<file path="src/rtl/mcr_pkg.sv">
// Shared constants, types and helpers of the meter command and config block
package mcr_pkg;

  // Data and address widths
  localparam int DW    = 24;             // Register word width
  localparam int AW    = 10;             // Host address width (byte mode)
  localparam int IW    = 8;              // Word index width
  localparam int CH_N  = 6;              // Calibration channels
  localparam int MF_N  = 10;             // Multiplier fields
  localparam int MV_W  = 3;              // Decoded multiplier width

  // Register space
  localparam logic [AW-1:0] WORDS          = 10'h100;  // 256 words
  localparam logic [AW-1:0] BYTES_PER_WORD = 10'h003;  // 24-bit words
  localparam logic [IW-1:0] CMD_IDX        = 8'h00;    // command_word
  localparam logic [IW-1:0] CLR_IDX        = 8'h24;    // clear_actions
  localparam logic [IW-1:0] SETUP_IDX      = 8'h25;    // input_setup

  // Reset values
  localparam logic [DW-1:0] CMD_RST   = 24'h000000;
  localparam logic [DW-1:0] CLR_RST   = 24'h000000;
  localparam logic [DW-1:0] SETUP_RST = 24'h000000;

  // Command codes
  localparam logic [11:0] OP_ACCESS  = 12'hACC;
  localparam logic [3:0]  SUB_ERASE0 = 4'h0;
  localparam logic [3:0]  SUB_ERASE1 = 4'h1;
  localparam logic [7:0]  OP_CAL     = 8'hCA;
  localparam logic [7:0]  OP_SRST    = 8'hBD;
  localparam logic [15:0] SRST_LOW   = 16'h0000;

  // Field positions
  localparam int OFFSET_BIT  = 9;        // Offset instead of gain
  localparam int HALT_BIT    = 6;        // halt_line_rate_update
  localparam int LOCK_BIT    = 5;        // cycle_locked_accum
  localparam int TCOMP_BIT   = 4;        // temp_gain_comp
  localparam int ACCUM_BIT   = 2;        // Clear accumulators and frame
  localparam int ENERGY_BIT  = 1;        // Clear energy counters
  localparam int MINMAX_BIT  = 0;        // Restart min/max tracking
  localparam int VREF_HI     = 23;       // Voltage reference select
  localparam int VREF_LO     = 22;

  // Sequencer states
  typedef enum {ST_IDLE, ST_FLASH, ST_CAL, ST_SRST} mcr_state_t;

  // Channel vector: s2, s0, s3, s1, die temperature, outside gain
  function automatic logic [CH_N-1:0] mcr_cal_sel(input logic [DW-1:0] w);
    mcr_cal_sel = {w[14], w[13], w[12], w[11], w[10], w[8]};
  endfunction

  // Places a channel vector back into bits 15:8, offset bit zero
  function automatic logic [7:0] mcr_cal_bits(input logic [CH_N-1:0] c);
    mcr_cal_bits = {1'b0, c[5], c[4], c[3], c[2], c[1], 1'b0, c[0]};
  endfunction

  // Two-bit multiplier code to signed value -1, 0, 1, 2
  function automatic logic [MV_W-1:0] mcr_mult(input logic [1:0] f);
    mcr_mult = {1'b0, f} - 3'h1;
  endfunction

endpackage

</file>
<file path="src/rtl/mcr_addr_map.sv">
// Host address to word index translation for byte or word addressing
module mcr_addr_map
  import mcr_pkg::*;
(
  input  wire logic [mcr_pkg::AW-1:0] addr_in,
  input  wire logic                   byte_mode_in,
  output logic      [mcr_pkg::IW-1:0] word_idx_out,
  output logic                        mapped_out
);

  logic [AW-1:0] quot;                   // Byte address divided by three
  logic [AW-1:0] rem;                    // Leftover bytes within a word

  // Byte mode needs a whole-word boundary; word mode takes the index
  always_comb begin
    quot = addr_in / BYTES_PER_WORD;
    rem  = AW'(addr_in - AW'(quot * BYTES_PER_WORD));
    if (byte_mode_in) begin
      word_idx_out = quot[IW-1:0];
      mapped_out   = (rem == '0) && (quot < WORDS);
    end else begin
      word_idx_out = addr_in[IW-1:0];
      mapped_out   = addr_in < WORDS;
    end
  end

endmodule

</file>
<file path="src/rtl/mcr_cmd_regs.sv">
// Command, clear-action and input setup registers with command sequencer
// What this block does
// - ACC0 command erases stored coefficient part zero
// - ACC1 command erases stored coefficient part one
// - Next reset loads factory defaults for erased parts
// - Erase done zeroes bits 23:8, keeps settings
// - CA command calibrates every selected channel
// - Select bits map channels; host keeps bit 15 zero
// - Bit 9 selects offset calibration, not gain
// - Calibration end clears opcode and succeeded selects
// - Low byte carries general settings with command
// - BD command with zero low bits soft-resets
// - Clear bit 2 zeroes accumulators and frame count
// - Bit 1 clears counters; bit 0 restarts min/max
// - Setup bits 23:22 choose voltage reference
// - Setup bits 19:0 hold sensor multiplier fields
// - Multiplier codes mean -1, 0, 1, 2
// - 256 words of 24 bits behind host ports
// - Byte addresses on UART, word addresses otherwise
// - Only command, clear and setup accept writes
// - Integer registers are plain 24-bit unsigned
// - Fixed-point values are 24-bit two's complement
// - Command register sits at word zero
// - Settings bit 6 halts line-rate update
module mcr_cmd_regs (
  input  wire logic                       ref_clk_in,
  input  wire logic                       rst_n_in,
  // Register access from the host port engines
  input  wire logic                       reg_wr_in,
  input  wire logic                       reg_rd_in,
  input  wire logic                       byte_mode_in,
  input  wire logic [mcr_pkg::AW-1:0]     reg_addr_in,
  input  wire logic [mcr_pkg::DW-1:0]     reg_wdata_in,
  output logic      [mcr_pkg::DW-1:0]     reg_rdata_out,
  output logic                            reg_ack_out,
  output logic                            busy_out,
  // Nonvolatile store
  output logic                            erase_part0_out,
  output logic                            erase_part1_out,
  input  wire logic                       flash_done_in,
  input  wire logic [1:0]                 flash_blank_in,
  output logic                            load_defaults_out,
  output logic      [1:0]                 factory_sel_out,
  output logic                            soft_reset_out,
  // Calibration engine
  output logic                            cal_start_out,
  output logic                            cal_offset_out,
  output logic      [mcr_pkg::CH_N-1:0]   cal_chan_out,
  input  wire logic                       cal_done_in,
  input  wire logic [mcr_pkg::CH_N-1:0]   cal_fail_in,
  // General settings
  output logic                            halt_line_rate_update_out,
  output logic                            cycle_locked_accum_out,
  output logic                            temp_gain_comp_out,
  // Clear actions
  output logic                            clear_accum_frame_out,
  output logic                            clear_energy_cnt_out,
  output logic                            restart_minmax_out,
  // Input setup
  output logic      [1:0]                 volt_ref_sel_out,
  output logic [mcr_pkg::MF_N*mcr_pkg::MV_W-1:0] mult_val_out
);
  import mcr_pkg::*;

  logic [IW-1:0] word_idx;               // Translated word index
  logic          addr_ok;                // Address lands on a word
  logic          hit_cmd;                // Access to command_word
  logic          hit_clr;                // Access to clear_actions
  logic          hit_setup;              // Access to input_setup
  logic          wr_cmd;                 // Accepted command write
  logic          wr_clr;                 // Write to clear_actions
  logic [DW-1:0] command_word;           // Command and settings
  logic [DW-1:0] clear_actions;          // Clear request bits
  logic [DW-1:0] input_setup;            // Reference and multipliers
  mcr_state_t    state;                  // Sequencer state
  logic          go;                     // Decode request pulse
  logic          boot;                   // First cycle after reset
  logic          is_erase0;              // Decoded commands
  logic          is_erase1;
  logic          is_cal;
  logic          is_srst;
  logic          done_now;               // Command finishes this cycle

  // Byte or word address translation
  mcr_addr_map u_map (
    .addr_in      (reg_addr_in),
    .byte_mode_in (byte_mode_in),
    .word_idx_out (word_idx),
    .mapped_out   (addr_ok)
  );

  // Address decode of the writable words
  assign hit_cmd   = addr_ok && (word_idx == CMD_IDX);
  assign hit_clr   = addr_ok && (word_idx == CLR_IDX);
  assign hit_setup = addr_ok && (word_idx == SETUP_IDX);
  // A new command is only taken while nothing runs
  assign wr_cmd    = reg_wr_in && hit_cmd && !busy_out;
  assign wr_clr    = reg_wr_in && hit_clr;

  // Command decode from the stored word
  assign is_erase0 = (command_word[23:12] == OP_ACCESS)
                  && (command_word[11:8] == SUB_ERASE0);
  assign is_erase1 = (command_word[23:12] == OP_ACCESS)
                  && (command_word[11:8] == SUB_ERASE1);
  assign is_cal    = command_word[23:16] == OP_CAL;
  assign is_srst   = (command_word[23:16] == OP_SRST)
                  && (command_word[15:0] == SRST_LOW);

  // Completion of the running command
  assign done_now = ((state == ST_FLASH) && flash_done_in)
                 || ((state == ST_CAL) && cal_done_in)
                 || (state == ST_SRST)
                 || ((state == ST_IDLE) && go
                     && !(is_erase0 || is_erase1 || is_cal || is_srst));

  // Command register: host write, then bits 23:8 cleared when an erase or soft reset completes, and bits 23:8 but failed selects when a calibration completes
  always_ff @(posedge ref_clk_in) begin
    if (!rst_n_in) begin
      command_word <= CMD_RST;
    end else if (wr_cmd) begin
      command_word <= reg_wdata_in;
    end else if (((state == ST_FLASH) && flash_done_in)
                 || (state == ST_SRST)) begin
      command_word[23:8] <= '0;
    end else if ((state == ST_CAL) && cal_done_in) begin
      // Failed channels keep their select bit
      command_word[23:16] <= '0;
      command_word[15:8]  <= mcr_cal_bits(
        mcr_cal_sel(command_word) & cal_fail_in);
    end
  end

  // Busy flag and decode request
  always_ff @(posedge ref_clk_in) begin
    if (!rst_n_in) begin
      busy_out <= 1'b0;
      go       <= 1'b0;
    end else begin
      go       <= wr_cmd;
      // Set on an accepted command, held until the command finishes
      busy_out <= wr_cmd || (busy_out && !done_now);
    end
  end

  // Sequencer: start pulses and wait for the engines
  always_ff @(posedge ref_clk_in) begin
    if (!rst_n_in) begin
      state           <= ST_IDLE;
      erase_part0_out <= 1'b0;
      erase_part1_out <= 1'b0;
      cal_start_out   <= 1'b0;
      cal_offset_out  <= 1'b0;
      cal_chan_out    <= '0;
      soft_reset_out  <= 1'b0;
    end else begin
      erase_part0_out <= 1'b0;
      erase_part1_out <= 1'b0;
      cal_start_out   <= 1'b0;
      soft_reset_out  <= 1'b0;
      case (state)
        ST_IDLE: begin
          if (go && is_erase0) begin
            erase_part0_out <= 1'b1;
            state           <= ST_FLASH;
          end else if (go && is_erase1) begin
            erase_part1_out <= 1'b1;
            state           <= ST_FLASH;
          end else if (go && is_cal) begin
            cal_start_out  <= 1'b1;
            cal_chan_out   <= mcr_cal_sel(command_word);
            cal_offset_out <= command_word[OFFSET_BIT];
            state          <= ST_CAL;
          end else if (go && is_srst) begin
            soft_reset_out <= 1'b1;
            state          <= ST_SRST;
          end
        end
        ST_FLASH: begin
          if (flash_done_in) begin
            state <= ST_IDLE;
          end
        end
        ST_CAL: begin
          if (cal_done_in) begin
            state <= ST_IDLE;
          end
        end
        ST_SRST: begin
          state <= ST_IDLE;
        end
        default: begin
          state <= ST_IDLE;
        end
      endcase
    end
  end

  // Default load after power-up or soft reset, per erased part
  always_ff @(posedge ref_clk_in) begin
    if (!rst_n_in) begin
      boot              <= 1'b1;
      load_defaults_out <= 1'b0;
      factory_sel_out   <= 2'h0;
    end else begin
      boot              <= 1'b0;
      load_defaults_out <= boot || (state == ST_SRST);
      if (boot || (state == ST_SRST)) begin
        factory_sel_out <= flash_blank_in;
      end
    end
  end

  // General settings applied with every command
  always_ff @(posedge ref_clk_in) begin
    if (!rst_n_in) begin
      halt_line_rate_update_out <= 1'b0;
      cycle_locked_accum_out    <= 1'b0;
      temp_gain_comp_out        <= 1'b0;
    end else begin
      halt_line_rate_update_out <= command_word[HALT_BIT];
      cycle_locked_accum_out    <= command_word[LOCK_BIT];
      temp_gain_comp_out        <= command_word[TCOMP_BIT];
    end
  end

  // Clear actions: one pulse per set bit, bits then self-clear
  always_ff @(posedge ref_clk_in) begin
    if (!rst_n_in) begin
      clear_actions         <= CLR_RST;
      clear_accum_frame_out <= 1'b0;
      clear_energy_cnt_out  <= 1'b0;
      restart_minmax_out    <= 1'b0;
    end else begin
      // Reserved bits 23:3 never store
      clear_actions <= wr_clr ? {21'h0, reg_wdata_in[2:0]} : CLR_RST;
      clear_accum_frame_out <= wr_clr && reg_wdata_in[ACCUM_BIT];
      clear_energy_cnt_out  <= wr_clr && reg_wdata_in[ENERGY_BIT];
      restart_minmax_out    <= wr_clr && reg_wdata_in[MINMAX_BIT];
    end
  end

  // Input setup register and its reference select
  always_ff @(posedge ref_clk_in) begin
    if (!rst_n_in) begin
      input_setup      <= SETUP_RST;
      volt_ref_sel_out <= 2'h0;
    end else begin
      if (reg_wr_in && hit_setup) begin
        input_setup <= reg_wdata_in;
      end
      volt_ref_sel_out <= input_setup[VREF_HI:VREF_LO];
    end
  end

  // One decoded multiplier per two-bit field of bits 19:0
  for (genvar i = 0; i < MF_N; i++) begin : g_mult
    always_ff @(posedge ref_clk_in) begin
      if (!rst_n_in) begin
        mult_val_out[i*MV_W +: MV_W] <= '0;
      end else begin
        mult_val_out[i*MV_W +: MV_W] <=
          mcr_mult(input_setup[2*i +: 2]);
      end
    end
  end

  // Read answer; unmapped and output words read as zero
  always_ff @(posedge ref_clk_in) begin
    if (!rst_n_in) begin
      reg_ack_out   <= 1'b0;
      reg_rdata_out <= '0;
    end else begin
      reg_ack_out   <= reg_wr_in || reg_rd_in;
      reg_rdata_out <= '0;
      if (reg_rd_in && hit_cmd) begin
        reg_rdata_out <= command_word;
      end else if (reg_rd_in && hit_clr) begin
        reg_rdata_out <= clear_actions;
      end else if (reg_rd_in && hit_setup) begin
        reg_rdata_out <= input_setup;
      end
    end
  end
endmodule

</file>
<file path="config.mk">
export PLATFORM = sky130hd
export DESIGN_NAME = mcr_cmd_regs
export DESIGN_NICKNAME = d
export VERILOG_FILES = /design/src/rtl/mcr_pkg.sv /design/src/rtl/mcr_addr_map.sv /design/src/rtl/mcr_cmd_regs.sv
export SDC_FILE = /design/constraint.sdc
export NUM_CORES = 1
export LEC_CHECK = 0
export BUFFER_PORTS_ARGS = -buffer_cell sky130_fd_sc_hd__clkbuf_2
export CELL_PAD_IN_SITES_DETAIL_PLACEMENT = 0
export CELL_PAD_IN_SITES_GLOBAL_PLACEMENT = 2
export CORE_MARGIN = 4
export CORE_UTILIZATION = 30
export CTS_CLUSTER_DIAMETER = 80
export DETAILED_ROUTE_END_ITERATION = 12
export MAX_ROUTING_LAYER = met4
export PLACE_DENSITY = 0.74
export RECOVER_POWER = 25
export SYNTH_ARGS = -nofsm -noshare
export SYNTH_HDL_FRONTEND = slang
export SYNTH_SLANG_ARGS = --single-unit
</file>
<file path="constraint.sdc">
create_clock -name ref_clk_in -period 8.2 [get_ports ref_clk_in]
set_input_delay 0.41 -clock ref_clk_in [delete_from_list [all_inputs] [get_ports ref_clk_in]]
set_output_delay 0.41 -clock ref_clk_in [all_outputs]
set_load 0.03 [all_outputs]
</file>
After elaboration in Yosys (flattened, before gate mapping)
Index checks and enable logic that the tools add are counted.
{"block": "op_classes", "muxes": 20, "n_reduce_logical": 53, "n_mul": 1, "n_lt_le_gt_ge": 2, "div": 1, "addsub": 11, "eq_ne": 14, "bitwise": 5}
{"operator": "2-to-1 mux 32 bit", "n": 6}
{"operator": "one-hot mux 32 bit (3 select lines)", "n": 1}
{"operator": "2-to-1 mux 24 bit", "n": 3}
{"operator": "equality test 32 x 2 -> 1 bit (second input constant)", "n": 2}
{"operator": "equality test 32 x 3 -> 1 bit (second input constant)", "n": 2}
{"operator": "logical NOT 32 bit", "n": 2}
{"operator": "2-to-1 mux 16 bit", "n": 3}
{"operator": "equality test 32 x 1 -> 1 bit (second input constant)", "n": 1}
{"operator": "subtractor 2 x 1 -> 3 bit (second input constant)", "n": 10}
{"operator": "logical AND 1 bit", "n": 26}
{"operator": "< comparator 10 x 9 -> 1 bit (second input constant)", "n": 2}
{"operator": "equality test 8 x 6 -> 1 bit (second input constant)", "n": 2}
{"operator": "equality test 8 bit (second input constant)", "n": 2}
{"operator": "logical NOT 16 bit", "n": 1}
{"operator": "equality test 12 bit (second input constant)", "n": 1}
{"operator": "divider 10 x 2 -> 10 bit (second input constant)", "n": 1}
{"operator": "logical NOT 10 bit", "n": 1}
{"operator": "logical OR 1 bit", "n": 10}
{"operator": "multiplier 10 x 2 -> 10 bit (second input constant)", "n": 1}
{"operator": "subtractor 10 bit", "n": 1}
{"operator": "logical NOT 8 bit", "n": 1}
{"operator": "2-to-1 mux 8 bit", "n": 1}
{"operator": "AND 6 bit", "n": 1}
{"operator": "2-to-1 mux 1 bit", "n": 6}
{"operator": "other kinds (13)", "n": 20}
{"block": "totals", "elab_cells": 143, "input_bits": 49, "output_inout_bits": 78, "reg_bits": 184}

Longest topological paths before layout
{"block": "logic_depth", "depth_word": 11, "mapped_depth": 32, "ltp_nobuf": 28}

By module
From an unflattened synthesis, not the netlist that was laid out.
{"block": "unflattened", "cells_unflattened": 612, "area_unflattened_um2": 6064.6}
{"module": "mcr_cmd_regs", "seq_area_each_um2": 2662.6, "area_each_um2": 4647.0, "instances": 1, "cells_each": 425}
{"module": "mcr_addr_map", "seq_area_each_um2": 0.0, "area_each_um2": 1417.6, "instances": 1, "cells_each": 187}

Least setup slack after synthesis
Ideal clock, no wire load.
{"block": "synth_timing", "path_kind": "input to register", "startpoint": "in reg_addr_in[5] (netlist name)", "endpoint": "reg input_setup[10]", "path_stages": 32, "t_arrival_ns": 6.258, "setup_slack_ns": 1.821, "setup_time_ns": 0.121, "path_cell_list": "buf_2 > nor4b_1 > a32o_1 > a2bb2oi_1 > or3_1 > clkbuf_2 > nor2_1 > nand2_1 > a31oi_1 > ha_1 > nand2b_1 > o221ai_1 > a221oi_1 > a21oi_1 > or2_2 > ha_1 > inv_1 > ha_1 > or2_2 > fa_1 > a21oi_1 > o211ai_1 > a21oi_1 > o21a_1 > mux2i_1 > and4bb_2 > a21oi_1 > nor2_1 > and3_1 > buf_2 > buf_4 > mux2i_1"}
{"block": "synth_between", "elab_chain_cells": 8}
{"item": "from (decl)", "line_no": "mcr_cmd_regs.sv:32", "rtl": "input wire logic [mcr_pkg::AW-1:0] reg_addr_in,"}
{"item": "divider 10 x 2 -> 10 bit", "line_no": "mcr_addr_map.sv:16", "rtl": "quot = addr_in / BYTES_PER_WORD;"}
{"item": "multiplier 10 x 2 -> 10 bit", "line_no": "mcr_addr_map.sv:17", "rtl": "rem = AW'(addr_in - AW'(quot * BYTES_PER_WORD));"}
{"item": "subtractor 10 bit", "line_no": "mcr_addr_map.sv:17"}
{"item": "logical NOT 10 bit", "line_no": "mcr_addr_map.sv:20", "rtl": "mapped_out = (rem == '0) && (quot < WORDS);"}
{"item": "logical AND 1 bit", "line_no": "mcr_addr_map.sv:20"}
{"item": "2-to-1 mux 1 bit", "line_no": "mcr_addr_map.sv:18", "rtl": "if (byte_mode_in) begin"}
{"item": "logical AND 1 bit (*)", "line_no": "mcr_cmd_regs.sv:95", "rtl": "assign hit_setup = addr_ok && (word_idx == SETUP_IDX);"}
{"item": "logical AND 1 bit (*)", "line_no": "mcr_cmd_regs.sv:248", "rtl": "if (reg_wr_in && hit_setup) begin"}
{"item": "to (signal assigned)", "line_no": "mcr_cmd_regs.sv:249", "rtl": "input_setup <= reg_wdata_in;"}
{"item": "to (decl)", "line_no": "mcr_cmd_regs.sv:74", "rtl": "logic [DW-1:0] input_setup;"}
Mark *: on every way between the ends. The rest lies on a longest branch, timed or not.
A chain may end at the register's enable or synchronous reset.

Worst setup path after layout
{"block": "layout_timing", "startpoint": "in reg_addr_in[6] (netlist name)", "endpoint": "reg reg_rdata_out[23] (netlist name)"}
{"block": "layout_between", "elab_chain_cells": 11}
{"item": "divider 10 x 2 -> 10 bit", "line_no": "mcr_addr_map.sv:16"}
{"item": "multiplier 10 x 2 -> 10 bit", "line_no": "mcr_addr_map.sv:17"}
{"item": "subtractor 10 bit", "line_no": "mcr_addr_map.sv:17"}
{"item": "logical NOT 10 bit", "line_no": "mcr_addr_map.sv:20"}
{"item": "logical AND 1 bit", "line_no": "mcr_addr_map.sv:20"}
{"item": "2-to-1 mux 1 bit", "line_no": "mcr_addr_map.sv:18"}
{"item": "logical AND 1 bit", "line_no": "mcr_cmd_regs.sv:95"}
{"item": "logical AND 1 bit", "line_no": "mcr_cmd_regs.sv:279", "rtl": "end else if (reg_rd_in && hit_setup) begin"}
{"item": "2-to-1 mux 24 bit", "line_no": "mcr_cmd_regs.sv:279"}
{"item": "2-to-1 mux 24 bit", "line_no": "mcr_cmd_regs.sv:277", "rtl": "end else if (reg_rd_in && hit_clr) begin"}
{"item": "2-to-1 mux 24 bit (*)", "line_no": "mcr_cmd_regs.sv:275", "rtl": "if (reg_rd_in && hit_cmd) begin"}
{"item": "to (signal assigned)", "line_no": "mcr_cmd_regs.sv:276", "rtl": "reg_rdata_out <= command_word;"}
{"item": "to (signal assigned)", "line_no": "mcr_cmd_regs.sv:278", "rtl": "reg_rdata_out <= clear_actions;"}
{"item": "to (signal assigned)", "line_no": "mcr_cmd_regs.sv:280", "rtl": "reg_rdata_out <= input_setup;"}
{"item": "to (decl)", "line_no": "mcr_cmd_regs.sv:34", "rtl": "output logic [mcr_pkg::DW-1:0] reg_rdata_out,"}
Marked as above.

==> load_flow_metrics.sql <==
INSERT INTO impl_metrics (metric_group, metric, value, unit) VALUES
('global_routing', 'grt_pass1_wl', '29.7', 'mm'),
('placed_design', 'place.detailed.hpwl', '13.5', 'mm'),
('pwr', 'power.ir.vdd_worst', '0.000145', 'V'),
('outcome', 'status', 'finished, final reports clean', ''),
('drt', 'drt_first_pass_iters', '5', ''),
('cts', 'cts_bufs_inserted', '17', ''),
('timing', 'layout_min_cycle_time', '7.49', 'ns'),
('cells_and_area', 'layout-area-overhead-vs-synth', '19.9', '%'),
('cells_and_area', 'finish.cell_count_without_fillers', '1100', ''),
('timing', 'grt_setup_unrepaired', 'false', ''),
('setup_path', 'crit_path_max_incr_delay', '0.79', 'ns'),
('placed_design', 'place_inst', '1068', ''),
('synthesis', 'mappedNetlistArea', '0.00643', 'mm^2'),
('setup_path', 'worstSetupStartpointType', 'input pin', ''),
('synthesis', 'share_of_flip_flops_with_an_asynchronous_set_or_reset', '0', '%'),
('pwr', 'static-leakage-power', '3.27', 'nW'),
('global_routing', 'first_global_vias', '5586', ''),
('timing', 'fin_crit_sh', '91.3', '%'),
('timing', 'finalSetupViolCount', '0', ''),
('synthesis', 'synth-compound-area-share', '15.6', '%'),
('die', 'dieHeight', '154', 'um'),
('cells_and_area', 'finish.utilization', '36.7', '%'),
('cells_and_area', 'n_antenna_cell', '0', ''),
('cts', 'clk_latency', '0.42', 'ns'),
('setup_path', 'crit_type', 'in -> reg', ''),
('synthesis', 'post_synthesis_cells', '707', ''),
('timing', 'maxSlewViolCount', '0', ''),
('die', 'dieWidth', '154', 'um'),
('synthesis', 'synth_fa_ha_area_share', '6.97', '%'),
('global_routing', 'antenna_found_initial', '0', ''),
('drt', 'routed_wl', '18.3', 'mm'),
('drt', 'detail_route.iter0.violations', '323', ''),
('cts', 'ctsLongestPathBuffers', '2', ''),
('drt', 'route.detailed.vias_per_inst', '5.00', ''),
('timing', 'setup_tns', '0', 'ns'),
('pwr', 'power_density', '222', 'mW/mm^2'),
('cells_and_area', 'layout_commonest_cell', 'sky130_fd_sc_hd__dfxtp_1', ''),
('timing', 'max_slew_margin_vs_limit', '32.5', '%'),
('placed_design', 'numPortBuffers', '126', ''),
('flow_run', 'max-cap-violations', '0', ''),
('synthesis', 'postSynthNetCount', '787', ''),
('die', 'floorplan.initialDensity', '30.6', '%'),
('synthesis', 'combinational_family_with_the_most_area_after_synthesis', 'simple AND/OR/NAND/NOR gates', ''),
('setup_path', 'crit_slowest_cell', 'sky130_fd_sc_hd__nor2_2', ''),
('cts', 'cts.root.buffer_cell', 'sky130_fd_sc_hd__clkbuf_16', ''),
('synthesis', 'synth_seq_area_share', '41.4', '%'),
('setup_path', 'cp_data_required_time', '8.56', 'ns'),
('cts', 'hold_buffers_post_cts', '0', ''),
('synthesis', 'synth_enable_flop_cells', '0', ''),
('cts', 'cts.clk_slew.worst_paths', '0.06', 'ns'),
('cts', 'level_count_of_the_clock_h_tree', '4', ''),
('setup_path', 'critical_path_peak_fanout', '23', ''),
('hold_path', 'hp-class', 'in -> reg', ''),
('drt', 'via_count', '5497', ''),
('synthesis', 'post-synth-top-area-fraction', '41.4', '%'),
('cts', 'tritoncts', 'done', ''),
('timing', 'clock_skew', '0.00873', 'ns'),
('die', 'die-area', '0.0238', 'mm^2'),
('drt', 'drtAntennaViolNets', '0', ''),
('global_routing', 'global_route.overflow_total', '0', ''),
('synthesis', 'synth.avg_cell_area', '9.09', 'um^2'),
('cells_and_area', 'layout-drive-gt1-share', '16.7', '%'),
('synthesis', 'synth-warning-count', '0', ''),
('cts', 'clock-sinks', '133', ''),
('synthesis', 'yosysTopAreaCell', 'sky130_fd_sc_hd__dfxtp_1', ''),
('synthesis', 'synthFlopType', 'sky130_fd_sc_hd__dfxtp_1', ''),
('cells_and_area', 'final_net_count', '892', ''),
('drt', 'detail_route.drc_violations', '0', ''),
('synthesis', 'ys_types', '75', ''),
('timing', 'hold_viol', '0', ''),
('cts', 'cts_setup_buffers', '0', '');
==> worst max-delay path: cells and delay by family <==
family | cells | cell delay [ns]
simple gates | 14 | 4.25
compound gates | 8 | 1.61
fa+ha+maj | 4 | 1.24
buf+inv | 2 | 0.34
==> layout make-up <==
class / count / area [um^2]
sequential: 133 / 2660
fill: 2168 / 13300
inverter: 53 / 199
clock inverter: 14 / 141
tap: 275 / 344
timing repair buffer: 130 / 603
clock buffer: 18 / 429
multi-input combinational: 477 / 3330
==> metal layers <==
layer | track usage (%) | part of all wire, % | up-vias
li1 | - | - | 2685
met4 | 6.35 | 2.6 | 0
met5 | - | 0 | -
met2 | 24.3 | 46 | 137
met3 | 3.47 | 3.7 | 34
met1 | 21.1 | 48 | 2641
==> path summary, 6_finish.rpt <==
path,startpoint,endpoint,slack [ns],depth (start not counted)
setup / recovery,reg_addr_in[6],reg_rdata_out[23],0.71,28
hold reg to reg,input_setup[20],input_setup[20],0.46,2
hold / removal,flash_blank_in[0],factory_sel_out[0],0.23,3
setup reg to reg,command_word[23],state[0],5.54,9
==> cell usage after synthesis, types with 3 or more instances <==
cell,instances
sky130_fd_sc_hd__inv_1,51
sky130_fd_sc_hd__buf_6,7
sky130_fd_sc_hd__nor4_1,4
sky130_fd_sc_hd__mux2i_1,64
sky130_fd_sc_hd__or2_2,5
sky130_fd_sc_hd__nor2b_1,7
sky130_fd_sc_hd__nand2b_1,4
sky130_fd_sc_hd__nor3b_1,4
sky130_fd_sc_hd__buf_2,8
sky130_fd_sc_hd__o31a_1,3
sky130_fd_sc_hd__and2_1,10
sky130_fd_sc_hd__and3_1,3
sky130_fd_sc_hd__clkbuf_1,25
sky130_fd_sc_hd__nor3_1,11
sky130_fd_sc_hd__a21oi_1,38
sky130_fd_sc_hd__a221oi_1,3
sky130_fd_sc_hd__xnor2_1,3
sky130_fd_sc_hd__dfxtp_1,133
sky130_fd_sc_hd__a31oi_1,4
sky130_fd_sc_hd__o21a_1,4
sky130_fd_sc_hd__a22o_1,22
sky130_fd_sc_hd__or4_1,5
sky130_fd_sc_hd__mux2_2,3
sky130_fd_sc_hd__a211oi_1,3
sky130_fd_sc_hd__nand3_1,21
sky130_fd_sc_hd__o2bb2ai_1,3
sky130_fd_sc_hd__o21ai_0,16
sky130_fd_sc_hd__fa_1,8
sky130_fd_sc_hd__ha_1,23
sky130_fd_sc_hd__nor2_1,62
sky130_fd_sc_hd__nand2_1,80
sky130_fd_sc_hd__o211ai_1,10
==> cells by family (layout without fill, tap and decap cells) <==
kind of cell	count (synthesis)	after routing
mux	67	67
buf+inv	97	215
simple gates	235	235
compound gates	138	138
fa+ha+maj	31	31
xor+xnor	6	6
flops	133	133
==> registers in the layout, indices dropped and copies added, names as in the netlist, 2 cells and up <==
name / flops
reg_rdata_out: 24
clear_actions: 3
factory_sel_out: 2
cal_chan_out: 6
volt_ref_sel_out: 2
command_word: 24
mult_val_out: 30
input_setup: 24
state: 2
==> through the flow <==
step	instance area (um^2)	total power, mW	hold slack, ns	setup slack [ns]
3_5_place_dp	7200	0.987	0.448	0.334
5_1_grt	7710	1.79	0.220	0.115
4_1_cts	7770	1.73	0.214	0.736
2_1_floorplan	6430	0.912	0.425	1.82
3_3_place_gp	7200	0.987	0.443	0.616
6_report	7710	1.71	0.229	0.714
==> report_power, final <==
| part | internal, mW | switching [mW] | total, mW |
|---|---|---|---|
| Combinational | 0.119 | 0.196 | 0.316 |
| Sequential | 0.655 | 0.00295 | 0.658 |
| Clock | 0.425 | 0.309 | 0.734 |
| Total | 1.20 | 0.509 | 1.71 |
Note: power is estimated with default switching activity, not from simulation.
